--- src/hdl/mcd_pkg.sv ---
package mcd_pkg;

    // Frame layout and field widths.
    localparam int unsigned FRAME_BYTES = 9;
    localparam logic [7:0] MODULE_ADDR_RST = 8'h01;

    // Opcodes of the motion, interrupt and extended commands.
    localparam logic [7:0] OP_ROTATE_RIGHT   = 8'h01;
    localparam logic [7:0] OP_ROTATE_LEFT    = 8'h02;
    localparam logic [7:0] OP_SOFT_STOP      = 8'h03;
    localparam logic [7:0] OP_SET_GLOBAL     = 8'h09;
    localparam logic [7:0] OP_INT_ENABLE     = 8'h19;
    localparam logic [7:0] OP_INT_DISABLE    = 8'h1a;
    localparam logic [7:0] OP_DEFINE_VECTOR  = 8'h25;
    localparam logic [7:0] OP_RETURN_HANDLER = 8'h26;
    localparam logic [7:0] OP_CALC_FIRST     = 8'h28;
    localparam logic [7:0] OP_CALC_LAST      = 8'h2d;
    localparam logic [7:0] OP_MOVE_ACCU_POS  = 8'h2e;
    localparam logic [7:0] OP_RESTART        = 8'h30;
    localparam logic [7:0] OP_DEC_BRANCH     = 8'h31;
    localparam logic [7:0] OP_ROTATE_L_ACCU  = 8'h32;
    localparam logic [7:0] OP_ROTATE_R_ACCU  = 8'h33;
    localparam logic [7:0] OP_SET_IDX_VAR    = 8'h37;
    localparam logic [7:0] OP_GET_IDX_VAR    = 8'h38;
    localparam logic [7:0] OP_ACCU_IDX_VAR   = 8'h39;
    localparam logic [7:0] OP_COND_CALL      = 8'h50;

    // Interrupt configuration values.
    localparam logic [7:0] INT_CFG_BANK      = 8'h03;
    localparam logic [7:0] INT_GLOBAL_NUM    = 8'hff;
    localparam logic [7:0] INT_TIMER_LAST    = 8'h02;

    // Axis parameters and reply status codes.
    localparam logic [7:0] AXIS_TARGET_SPEED = 8'h00;
    localparam logic [7:0] AXIS_TARGET_VEL   = 8'h02;
    localparam logic [7:0] STATUS_OK         = 8'h64;
    localparam logic [7:0] STATUS_BAD_SUM    = 8'h01;
    localparam logic [7:0] STATUS_BAD_CMD    = 8'h02;

    // Decoded command classes.
    typedef enum logic [3:0] {
        CLS_NONE    = 4'h0,
        CLS_MOTION  = 4'h1,
        CLS_CALC    = 4'h2,
        CLS_BRANCH  = 4'h3,
        CLS_INDEXED = 4'h4,
        CLS_INTR    = 4'h5,
        CLS_PARAM   = 4'h6
    } mcd_class_type;

    // One received frame.
    typedef struct packed {
        logic [7:0]  addr;
        logic [7:0]  opcode;
        logic [7:0]  ctype;
        logic [7:0]  bank;
        logic [31:0] value;
    } mcd_frame_type;

    // Write to the motion controller.
    typedef struct packed {
        logic        valid;
        logic        vel_mode;
        logic [7:0]  param;
        logic [31:0] value;
    } mcd_axis_wr_type;

    // Reply to the host.
    typedef struct packed {
        logic        valid;
        logic [7:0]  status;
        logic [7:0]  opcode;
    } mcd_reply_type;

endpackage

--- src/hdl/mcd_decoder.sv ---
`timescale 1ns/1ps
// What this block does
// - Interrupts active only after enable 255.
// - Opcodes 40 to 45 are calculations.
// - Decode 46, 48 and 49.
// - Decode 80, 50 and 51.
// - Decode indexed variable opcodes 55 to 57.
// - Rotate right: velocity mode, param 2.
// - Rotate left: velocity mode, negated param 2.
// - Soft stop: velocity mode, param 0 zero.
// - Rotate right opcode 01h, value MSB first.
// - Rotate left opcode 02h, nine-byte frame.
// - Motion commands reply status 100.
// - No nesting; irq_active held until return.
// - Each interrupt number owns a vector.
module mcd_decoder
    import mcd_pkg::*;
(
    input  wire logic          clk,          // System clock, 25 MHz.
    input  wire logic          rst_b,        // Async reset, active low.
    input  wire logic          byte_valid,   // Serial byte strobe.
    input  wire logic [7:0]    byte_data,    // Serial byte.
    input  wire logic [7:0]    module_addr,  // Configured module address.
    input  wire logic          irq_request,  // Pending source request.
    input  wire logic [7:0]    irq_number,   // Requesting source number.
    output mcd_axis_wr_type    axis_wr,      // Motion controller write.
    output mcd_reply_type      reply,        // Reply to host.
    output mcd_class_type      cmd_class,    // Class of last command.
    output logic               irq_global,   // Global interrupt enable.
    output logic               irq_enter,    // Handler entry pulse.
    output logic               irq_active,   // Handler running.
    output logic [7:0]         irq_cfg_type, // Last bank 3 config type.
    output logic [31:0]        irq_cfg_value // Last bank 3 config value.
);
    mcd_frame_type frame;
    logic          frame_done;
    logic          frame_sum_ok;

    // Byte assembly and checksum test.
    mcd_frame_rx u_rx (
        .clk          (clk),
        .rst_b        (rst_b),
        .byte_valid   (byte_valid),
        .byte_data    (byte_data),
        .frame        (frame),
        .frame_done   (frame_done),
        .frame_sum_ok (frame_sum_ok)
    );

    typedef enum logic [2:0] {
        ST_IDLE  = 3'b001,
        ST_VMODE = 3'b010,
        ST_PARAM = 3'b100
    } mcd_state_type;

    mcd_state_type   st_ff, nxt_st;
    mcd_axis_wr_type axis_ff, nxt_axis;
    mcd_reply_type   reply_ff, nxt_reply;
    mcd_class_type   class_ff, nxt_class;
    logic [7:0]      pend_param_ff, nxt_pend_param;
    logic [31:0]     pend_value_ff, nxt_pend_value;
    logic            glob_ff, nxt_glob;
    logic            enter_ff, nxt_enter;
    logic            active_ff, nxt_active;
    logic [255:0]    src_en_ff, nxt_src_en;
    logic [255:0]    vec_ok_ff, nxt_vec_ok;
    logic [7:0]      cfg_type_ff, nxt_cfg_type;
    logic [31:0]     cfg_val_ff, nxt_cfg_val;
    logic            accept;
    logic [7:0]      op;

    assign accept = frame_done && frame_sum_ok
                    && (frame.addr == module_addr);
    assign op = frame.opcode;

    // Decode, motion sequencing, reply and interrupt control.
    always_comb begin
        nxt_st         = st_ff;
        nxt_axis       = '0;
        nxt_reply      = '0;
        nxt_class      = class_ff;
        nxt_pend_param = pend_param_ff;
        nxt_pend_value = pend_value_ff;
        nxt_glob       = glob_ff;
        nxt_enter      = 1'b0;
        nxt_active     = active_ff;
        nxt_src_en     = src_en_ff;
        nxt_vec_ok     = vec_ok_ff;
        nxt_cfg_type   = cfg_type_ff;
        nxt_cfg_val    = cfg_val_ff;
        case (st_ff)
            ST_IDLE: begin
                if (frame_done && frame_sum_ok
                    && frame.addr == module_addr) begin
                    nxt_reply.valid  = 1'b1;
                    nxt_reply.opcode = op;
                    nxt_reply.status = STATUS_OK;
                    nxt_class        = CLS_NONE;
                    if (op == OP_ROTATE_RIGHT) begin
                        nxt_class      = CLS_MOTION;
                        nxt_pend_param = AXIS_TARGET_VEL;
                        nxt_pend_value = frame.value;
                        nxt_st         = ST_VMODE;
                    end else if (op == OP_ROTATE_LEFT) begin
                        nxt_class      = CLS_MOTION;
                        nxt_pend_param = AXIS_TARGET_VEL;
                        nxt_pend_value = 32'h0 - frame.value;
                        nxt_st         = ST_VMODE;
                    end else if (op == OP_SOFT_STOP) begin
                        nxt_class      = CLS_MOTION;
                        nxt_pend_param = AXIS_TARGET_SPEED;
                        nxt_pend_value = 32'h0;
                        nxt_st         = ST_VMODE;
                    end else if (op >= OP_CALC_FIRST
                                 && op <= OP_CALC_LAST) begin
                        nxt_class = CLS_CALC;
                    end else if (op == OP_MOVE_ACCU_POS) begin
                        nxt_class = CLS_MOTION;
                    end else if (op == OP_RESTART
                                 || op == OP_DEC_BRANCH
                                 || op == OP_COND_CALL) begin
                        nxt_class = CLS_BRANCH;
                    end else if (op == OP_ROTATE_L_ACCU
                                 || op == OP_ROTATE_R_ACCU) begin
                        nxt_class = CLS_MOTION;
                    end else if (op >= OP_SET_IDX_VAR
                                 && op <= OP_ACCU_IDX_VAR) begin
                        nxt_class = CLS_INDEXED;
                    end else if (op == OP_SET_GLOBAL) begin
                        nxt_class = CLS_PARAM;
                        if (frame.bank == INT_CFG_BANK) begin
                            nxt_cfg_type = frame.ctype;
                            nxt_cfg_val  = frame.value;
                        end
                    end else if (op == OP_DEFINE_VECTOR) begin
                        nxt_class = CLS_INTR;
                        nxt_vec_ok[frame.ctype] = 1'b1;
                    end else if (op == OP_INT_ENABLE) begin
                        nxt_class = CLS_INTR;
                        if (frame.ctype == INT_GLOBAL_NUM) begin
                            nxt_glob = 1'b1;
                        end else begin
                            nxt_src_en[frame.ctype] = 1'b1;
                        end
                    end else if (op == OP_INT_DISABLE) begin
                        nxt_class = CLS_INTR;
                        if (frame.ctype == INT_GLOBAL_NUM) begin
                            nxt_glob = 1'b0;
                        end else begin
                            nxt_src_en[frame.ctype] = 1'b0;
                        end
                    end else if (op == OP_RETURN_HANDLER) begin
                        nxt_class  = CLS_INTR;
                        nxt_active = 1'b0;
                    end else begin
                        nxt_reply.status = STATUS_BAD_CMD;
                    end
                end else if (frame_done && !frame_sum_ok
                             && frame.addr == module_addr) begin
                    nxt_reply.valid  = 1'b1;
                    nxt_reply.opcode = op;
                    nxt_reply.status = STATUS_BAD_SUM;
                end
            end
            ST_VMODE: begin
                nxt_axis.valid    = 1'b1;
                nxt_axis.vel_mode = 1'b1;
                nxt_st            = ST_PARAM;
            end
            ST_PARAM: begin
                nxt_axis.valid = 1'b1;
                nxt_axis.param = pend_param_ff;
                nxt_axis.value = pend_value_ff;
                nxt_st         = ST_IDLE;
            end
            default: begin
                nxt_st = ST_IDLE;
            end
        endcase
        // Handler entry: no nesting while one runs.
        if (glob_ff && !active_ff && irq_request
            && src_en_ff[irq_number] && vec_ok_ff[irq_number]) begin
            nxt_enter  = 1'b1;
            nxt_active = 1'b1;
        end
    end

    always_ff @(posedge clk or negedge rst_b) begin
        if (!rst_b) begin
            st_ff         <= ST_IDLE;
            axis_ff       <= '0;
            reply_ff      <= '0;
            class_ff      <= CLS_NONE;
            pend_param_ff <= 8'h00;
            pend_value_ff <= 32'h0;
            glob_ff       <= 1'b0;
            enter_ff      <= 1'b0;
            active_ff     <= 1'b0;
            src_en_ff     <= '0;
            vec_ok_ff     <= '0;
            cfg_type_ff   <= 8'h00;
            cfg_val_ff    <= 32'h0;
        end else begin
            st_ff         <= nxt_st;
            axis_ff       <= nxt_axis;
            reply_ff      <= nxt_reply;
            class_ff      <= nxt_class;
            pend_param_ff <= nxt_pend_param;
            pend_value_ff <= nxt_pend_value;
            glob_ff       <= nxt_glob;
            enter_ff      <= nxt_enter;
            active_ff     <= nxt_active;
            src_en_ff     <= nxt_src_en;
            vec_ok_ff     <= nxt_vec_ok;
            cfg_type_ff   <= nxt_cfg_type;
            cfg_val_ff    <= nxt_cfg_val;
        end
    end

    assign axis_wr       = axis_ff;
    assign reply         = reply_ff;
    assign cmd_class     = class_ff;
    assign irq_global    = glob_ff;
    assign irq_enter     = enter_ff;
    assign irq_active    = active_ff;
    assign irq_cfg_type  = cfg_type_ff;
    assign irq_cfg_value = cfg_val_ff;

    // A rotate right frame writes velocity mode, then the parameter.
    a_motion_sequence: assert property (
        @(posedge clk) disable iff (!rst_b)
        (accept && op == OP_ROTATE_RIGHT) |=> ##1
        (axis_wr.valid && axis_wr.vel_mode) ##1
        (axis_wr.valid && axis_wr.param == AXIS_TARGET_VEL))
        else $error("rotate right sequence wrong");

    a_left_negates: assert property (
        @(posedge clk) disable iff (!rst_b)
        (accept && op == OP_ROTATE_LEFT) |=> ##2
        (axis_wr.value == 32'h0 - $past(frame.value, 3)))
        else $error("rotate left value not negated");

    a_stop_zero: assert property (
        @(posedge clk) disable iff (!rst_b)
        (accept && op == OP_SOFT_STOP) |=> ##2
        (axis_wr.param == AXIS_TARGET_SPEED && axis_wr.value == 32'h0))
        else $error("soft stop did not zero speed");

    a_reply_ok: assert property (
        @(posedge clk) disable iff (!rst_b)
        (accept && op == OP_ROTATE_LEFT) |=>
        (reply.valid && reply.status == STATUS_OK))
        else $error("motion reply not ok");

    a_bad_sum: assert property (
        @(posedge clk) disable iff (!rst_b)
        (frame_done && !frame_sum_ok) |=> !axis_wr.valid [*3])
        else $error("bad checksum frame acted on");

    a_foreign_addr: assert property (
        @(posedge clk) disable iff (!rst_b)
        (frame_done && frame.addr != module_addr) |=> !reply.valid)
        else $error("foreign frame answered");

    a_global_gate: assert property (
        @(posedge clk) disable iff (!rst_b)
        irq_enter |-> $past(irq_global))
        else $error("handler entered while globally disabled");

    a_no_nesting: assert property (
        @(posedge clk) disable iff (!rst_b)
        irq_enter |-> !$past(irq_active))
        else $error("nested handler entry");

    a_calc_class: assert property (
        @(posedge clk) disable iff (!rst_b)
        (accept && op >= OP_CALC_FIRST && op <= OP_CALC_LAST)
        |=> cmd_class == CLS_CALC)
        else $error("calc opcode misclassified");

endmodule

--- src/hdl/mcd_frame_rx.sv ---
`timescale 1ns/1ps
// Gathers nine bytes into one frame and checks the trailing checksum.
module mcd_frame_rx
    import mcd_pkg::*;
(
    input  wire logic          clk,          // System clock.
    input  wire logic          rst_b,        // Async reset, active low.
    input  wire logic          byte_valid,   // Incoming byte strobe.
    input  wire logic [7:0]    byte_data,    // Incoming byte.
    output mcd_frame_type      frame,        // Assembled frame.
    output logic               frame_done,   // Frame complete pulse.
    output logic               frame_sum_ok  // Checksum matched.
);
    logic [3:0]    cnt_ff, nxt_cnt;
    logic [7:0]    sum_ff, nxt_sum;
    mcd_frame_type frm_ff, nxt_frm;
    logic          done_ff, nxt_done;
    logic          ok_ff, nxt_ok;

    // Count bytes, shift fields in and keep a running sum.
    always_comb begin
        nxt_cnt  = cnt_ff;
        nxt_sum  = sum_ff;
        nxt_frm  = frm_ff;
        nxt_done = 1'b0;
        nxt_ok   = ok_ff;
        if (byte_valid) begin
            if (cnt_ff == 4'(FRAME_BYTES - 1)) begin
                nxt_cnt  = 4'h0;
                nxt_sum  = 8'h00;
                nxt_done = 1'b1;
                nxt_ok   = (byte_data == sum_ff);
            end else begin
                nxt_cnt = cnt_ff + 4'h1;
                nxt_sum = sum_ff + byte_data;
                nxt_frm = {frm_ff[55:0], byte_data};
            end
        end
    end

    always_ff @(posedge clk or negedge rst_b) begin
        if (!rst_b) begin
            cnt_ff  <= 4'h0;
            sum_ff  <= 8'h00;
            frm_ff  <= '0;
            done_ff <= 1'b0;
            ok_ff   <= 1'b0;
        end else begin
            cnt_ff  <= nxt_cnt;
            sum_ff  <= nxt_sum;
            frm_ff  <= nxt_frm;
            done_ff <= nxt_done;
            ok_ff   <= nxt_ok;
        end
    end

    assign frame        = frm_ff;
    assign frame_done   = done_ff;
    assign frame_sum_ok = ok_ff;

endmodule

--- config.mk ---
export PLATFORM = sky130hd
export DESIGN_NAME = mcd_decoder
export DESIGN_NICKNAME = d
export VERILOG_FILES = /design/src/hdl/mcd_pkg.sv /design/src/hdl/mcd_decoder.sv /design/src/hdl/mcd_frame_rx.sv
export SDC_FILE = /design/constraint.sdc
export NUM_CORES = 1
export LEC_CHECK = 0
export ABC_AREA = 1
export BUFFER_PORTS_ARGS = -buffer_cell sky130_fd_sc_hd__buf_2
export CAP_MARGIN = 20
export CORE_MARGIN = 3
export CORE_UTILIZATION = 30
export DETAILED_ROUTE_END_ITERATION = 8
export PLACE_DENSITY_LB_ADDON = 0.12
export SYNTH_ARGS = -nofsm -noshare
export SYNTH_HDL_FRONTEND = slang
export SYNTH_SLANG_ARGS = --single-unit
--- constraint.sdc ---
create_clock -name clk -period 1.9 [get_ports clk]
set_clock_uncertainty 0.2 [all_clocks]
set_input_delay 0.38 -clock clk [delete_from_list [all_inputs] [get_ports clk]]
set_output_delay 0.38 -clock clk [all_outputs]
set_load 0.02 [all_outputs]
==> results.ini <==
[drt]
dr.pass1.iters=6
vias=31800
wl_per_cell_um=19.5
vias_per_cell=4.80
drc=0
drt_iter0_drc=2225
routed_wl_um=129000
drtAntennaViolNets=0

[die]
std_cell_rows=125
initial_core_util_pct=30.3
die_area_um2=122000
core-area_um2=117000
io_pins=134
fp.dieH_um=349
die_w_um=349

[sta]
fin_crit_ns=2.55
fin_crit_sh_pct=134
slew-limit-headroom_pct=55.6
rsz0062_at_grt=true
worst_slew_pin_slew_ns=0.666
final_max_slew_viol_count=0
fin_setup_tns_ns=-322.10
setup_viol=605
worst_slack_ns=-0.649
fmax_mhz=392
hold_violations=0

[global_route]
track_usage_pct=21.0
grt_overflow=0
antenna_found_initial=4
grt_pass1_vias=32000
grt_pass1_wl_um=198000
grt_max_degree=108

[setup_path]
required_ns=2.28
arrival_ns=2.93
cp-start-kind=flop
crit_fanout=39
worstSetupPathType=flop to flop
end_kind=flop

[logic_synthesis]
synth_cells=4598
ys_ff_latch=719
synth_area_um2=35400
yosys_warnings=0
synth_edf_count=0
synth_cell_types=43
async_flop_share_pct=100
syn-mean-instance-area_um2=7.70
synthFlopType=dfrtp_1
yosysSeqAreaShare_pct=50.8

[clocking]
clk_transition_reported_paths_ns=0.06
cts_inserted_buffers=90
h-tree-depth=3
cts-root-buf=clkbuf_16
insertion_delay_ns=0.69
tritoncts=done
clockBufferDepth=3
cts_sinks=719

[finish]
stdcell_area_um2=45200
antennaDiodeCount=0
drive_gt1_share_pct=16.2
fin_nets=5073
area_growth_pct=27.7

[run_status]
violations=setup timing
status=finished, violations left

[job]
drv_cap=0

[power_and_ir_drop]
leakage_nw=22.3
vdd_ir_drop_max_uv=676
power_density_nw_per_um2=983

[placed_design]
portBuffers=122
place_ws_ns=-0.754
placed_cell_area_um2=41600
dp_hpwl_um=83300
gp_congestion=0.821

[hold_path]
hold_path.class=primary input to asynchronous set/reset pin

cells by family (layout without fill, tap and decap cells):
group	Yosys count	after routing	share of synthesized area, %
simple gates	2000	2001	23.7
mux	1	1	0.0283
fa+ha+maj	11	11	0.410
compound gates	883	883	13.5
other cells	1	11	0.0106
flops	719	719	50.8
xor+xnor	33	33	0.817
buf+inv	950	1442	10.8
cell usage in the layout (no fill, tap or decap), types with 9 or more instances in the layout:
cell	netlist	final
o21ai_2	0	21
buf_4	29	381
inv_2	12	12
a21oi_1	50	49
dlygate4sd3_1	0	12
clkinv_2	0	13
buf_16	0	9
o21bai_1	91	91
conb_1	1	11
nor2_1	548	543
nor3_1	17	15
clkbuf_16	0	94
o211ai_1	29	29
nand2_1	818	816
nand3_1	576	574
buf_12	0	98
xor2_1	31	31
o22ai_1	21	20
inv_1	636	633
o21ai_1	98	191
nand4_1	19	19
ha_1	10	10
o21ai_0	585	471
clkbuf_8	0	18
clkbuf_1	154	23
buf_2	92	118
dfrtp_1	718	717
metal layers:
| layer | part of all wire, % | wire [µm] | GRT usage [%] |
|---|---|---|---|
| met1 | 48 | 61900 | 29.9 |
| met2 | 45 | 57800 | 33.2 |
| met3 | 4.7 | 6000 | 3.04 |
| met4 | 2.5 | 3220 | 5.75 |
| met5 | 0.0054 | 7 | 0 |
power breakdown:
part / internal [W] / leakage [nW] / switching [W]
Sequential: 0.0160 / 8.97 / 0.000530
Clock: 0.0100 / 1.44 / 0.00724
Combinational: 0.00409 / 11.9 / 0.00651
area by class of cell:
type	count	area, µm²
clock buffer	131	2590
clock inverter	28	375
fill	12200	71500
inverter	650	2470
multi-input combinational	2940	13800
sequential	719	18000
tap	1524	1910
timing repair buffer	633	6020
cells in the mapped netlist, types with 22 or more instances:
cell	instances	area (µm²)
buf_2	92	460
a21oi_1	50	250
nand2_1	818	3070
xor2_1	31	272
nand3_1	576	2880
o21bai_1	91	683
o21ai_1	98	490
buf_1	22	82.6
dfrtp_1	718	18000
o211ai_1	29	218
inv_1	636	2390
nor2_1	548	2060
o21ai_0	585	2930
buf_4	29	218
clkbuf_1	154	578
repair_timing:
item	in CTS	in global routing
pin swaps	3	3
cloned	2	6
setup buffers	3	3
gates resized for setup	63	80
endpoints found under the hold margin	740	0
setup endpoints to repair	616	620
hold buffers	12	0
critical path, cell delays in order (launching register included):
cell and delay [ns]:
dfrtp_1 0.36, nor2_2 0.06, buf_4 0.13, nand3_1 0.14, nor3_2 0.07, or2_2 0.27
nor3_1 0.18, buf_4 0.22, nand2_8 0.14, inv_16 0.18, buf_16 0.22, nand3_1 0.10
nand2_1 0.09
final timing paths:
| path | to | cells after the start | start | slack, ns |
|---|---|---|---|---|
| max | flop | 12 | u_rx.frame[55] | -0.65 |
| min | pend_value_ff[30] | 2 | rst_b | 0.02 |
| max reg2reg | flop | 12 | u_rx.frame[55] | -0.65 |
| min reg2reg | flop | 0 | flop | 0.18 |
| max in group asynchronous | asynchronous set/reset pin | 4 | rst_b | 0.66 |
| min in group clk | u_rx.frame_sum_ok | 6 | byte_data[1] | 0.06 |
per-stage QoR:
stage,hold slack (ns),std cells,total power (W),utilization (%)
6_report,0.0156,6625,0.0444,38.7
5_1_grt,0.0439,6625,0.0465,38.7
4_1_cts,0.00244,6616,0.0450,38.5
3_5_place_dp,0.0551,6440,0.0273,35.7
3_3_place_gp,0.0514,6440,0.0273,35.7
2_1_floorplan,-0.116,4608,0.0209,-
No activity file was read; power rests on OpenSTA's default activity.
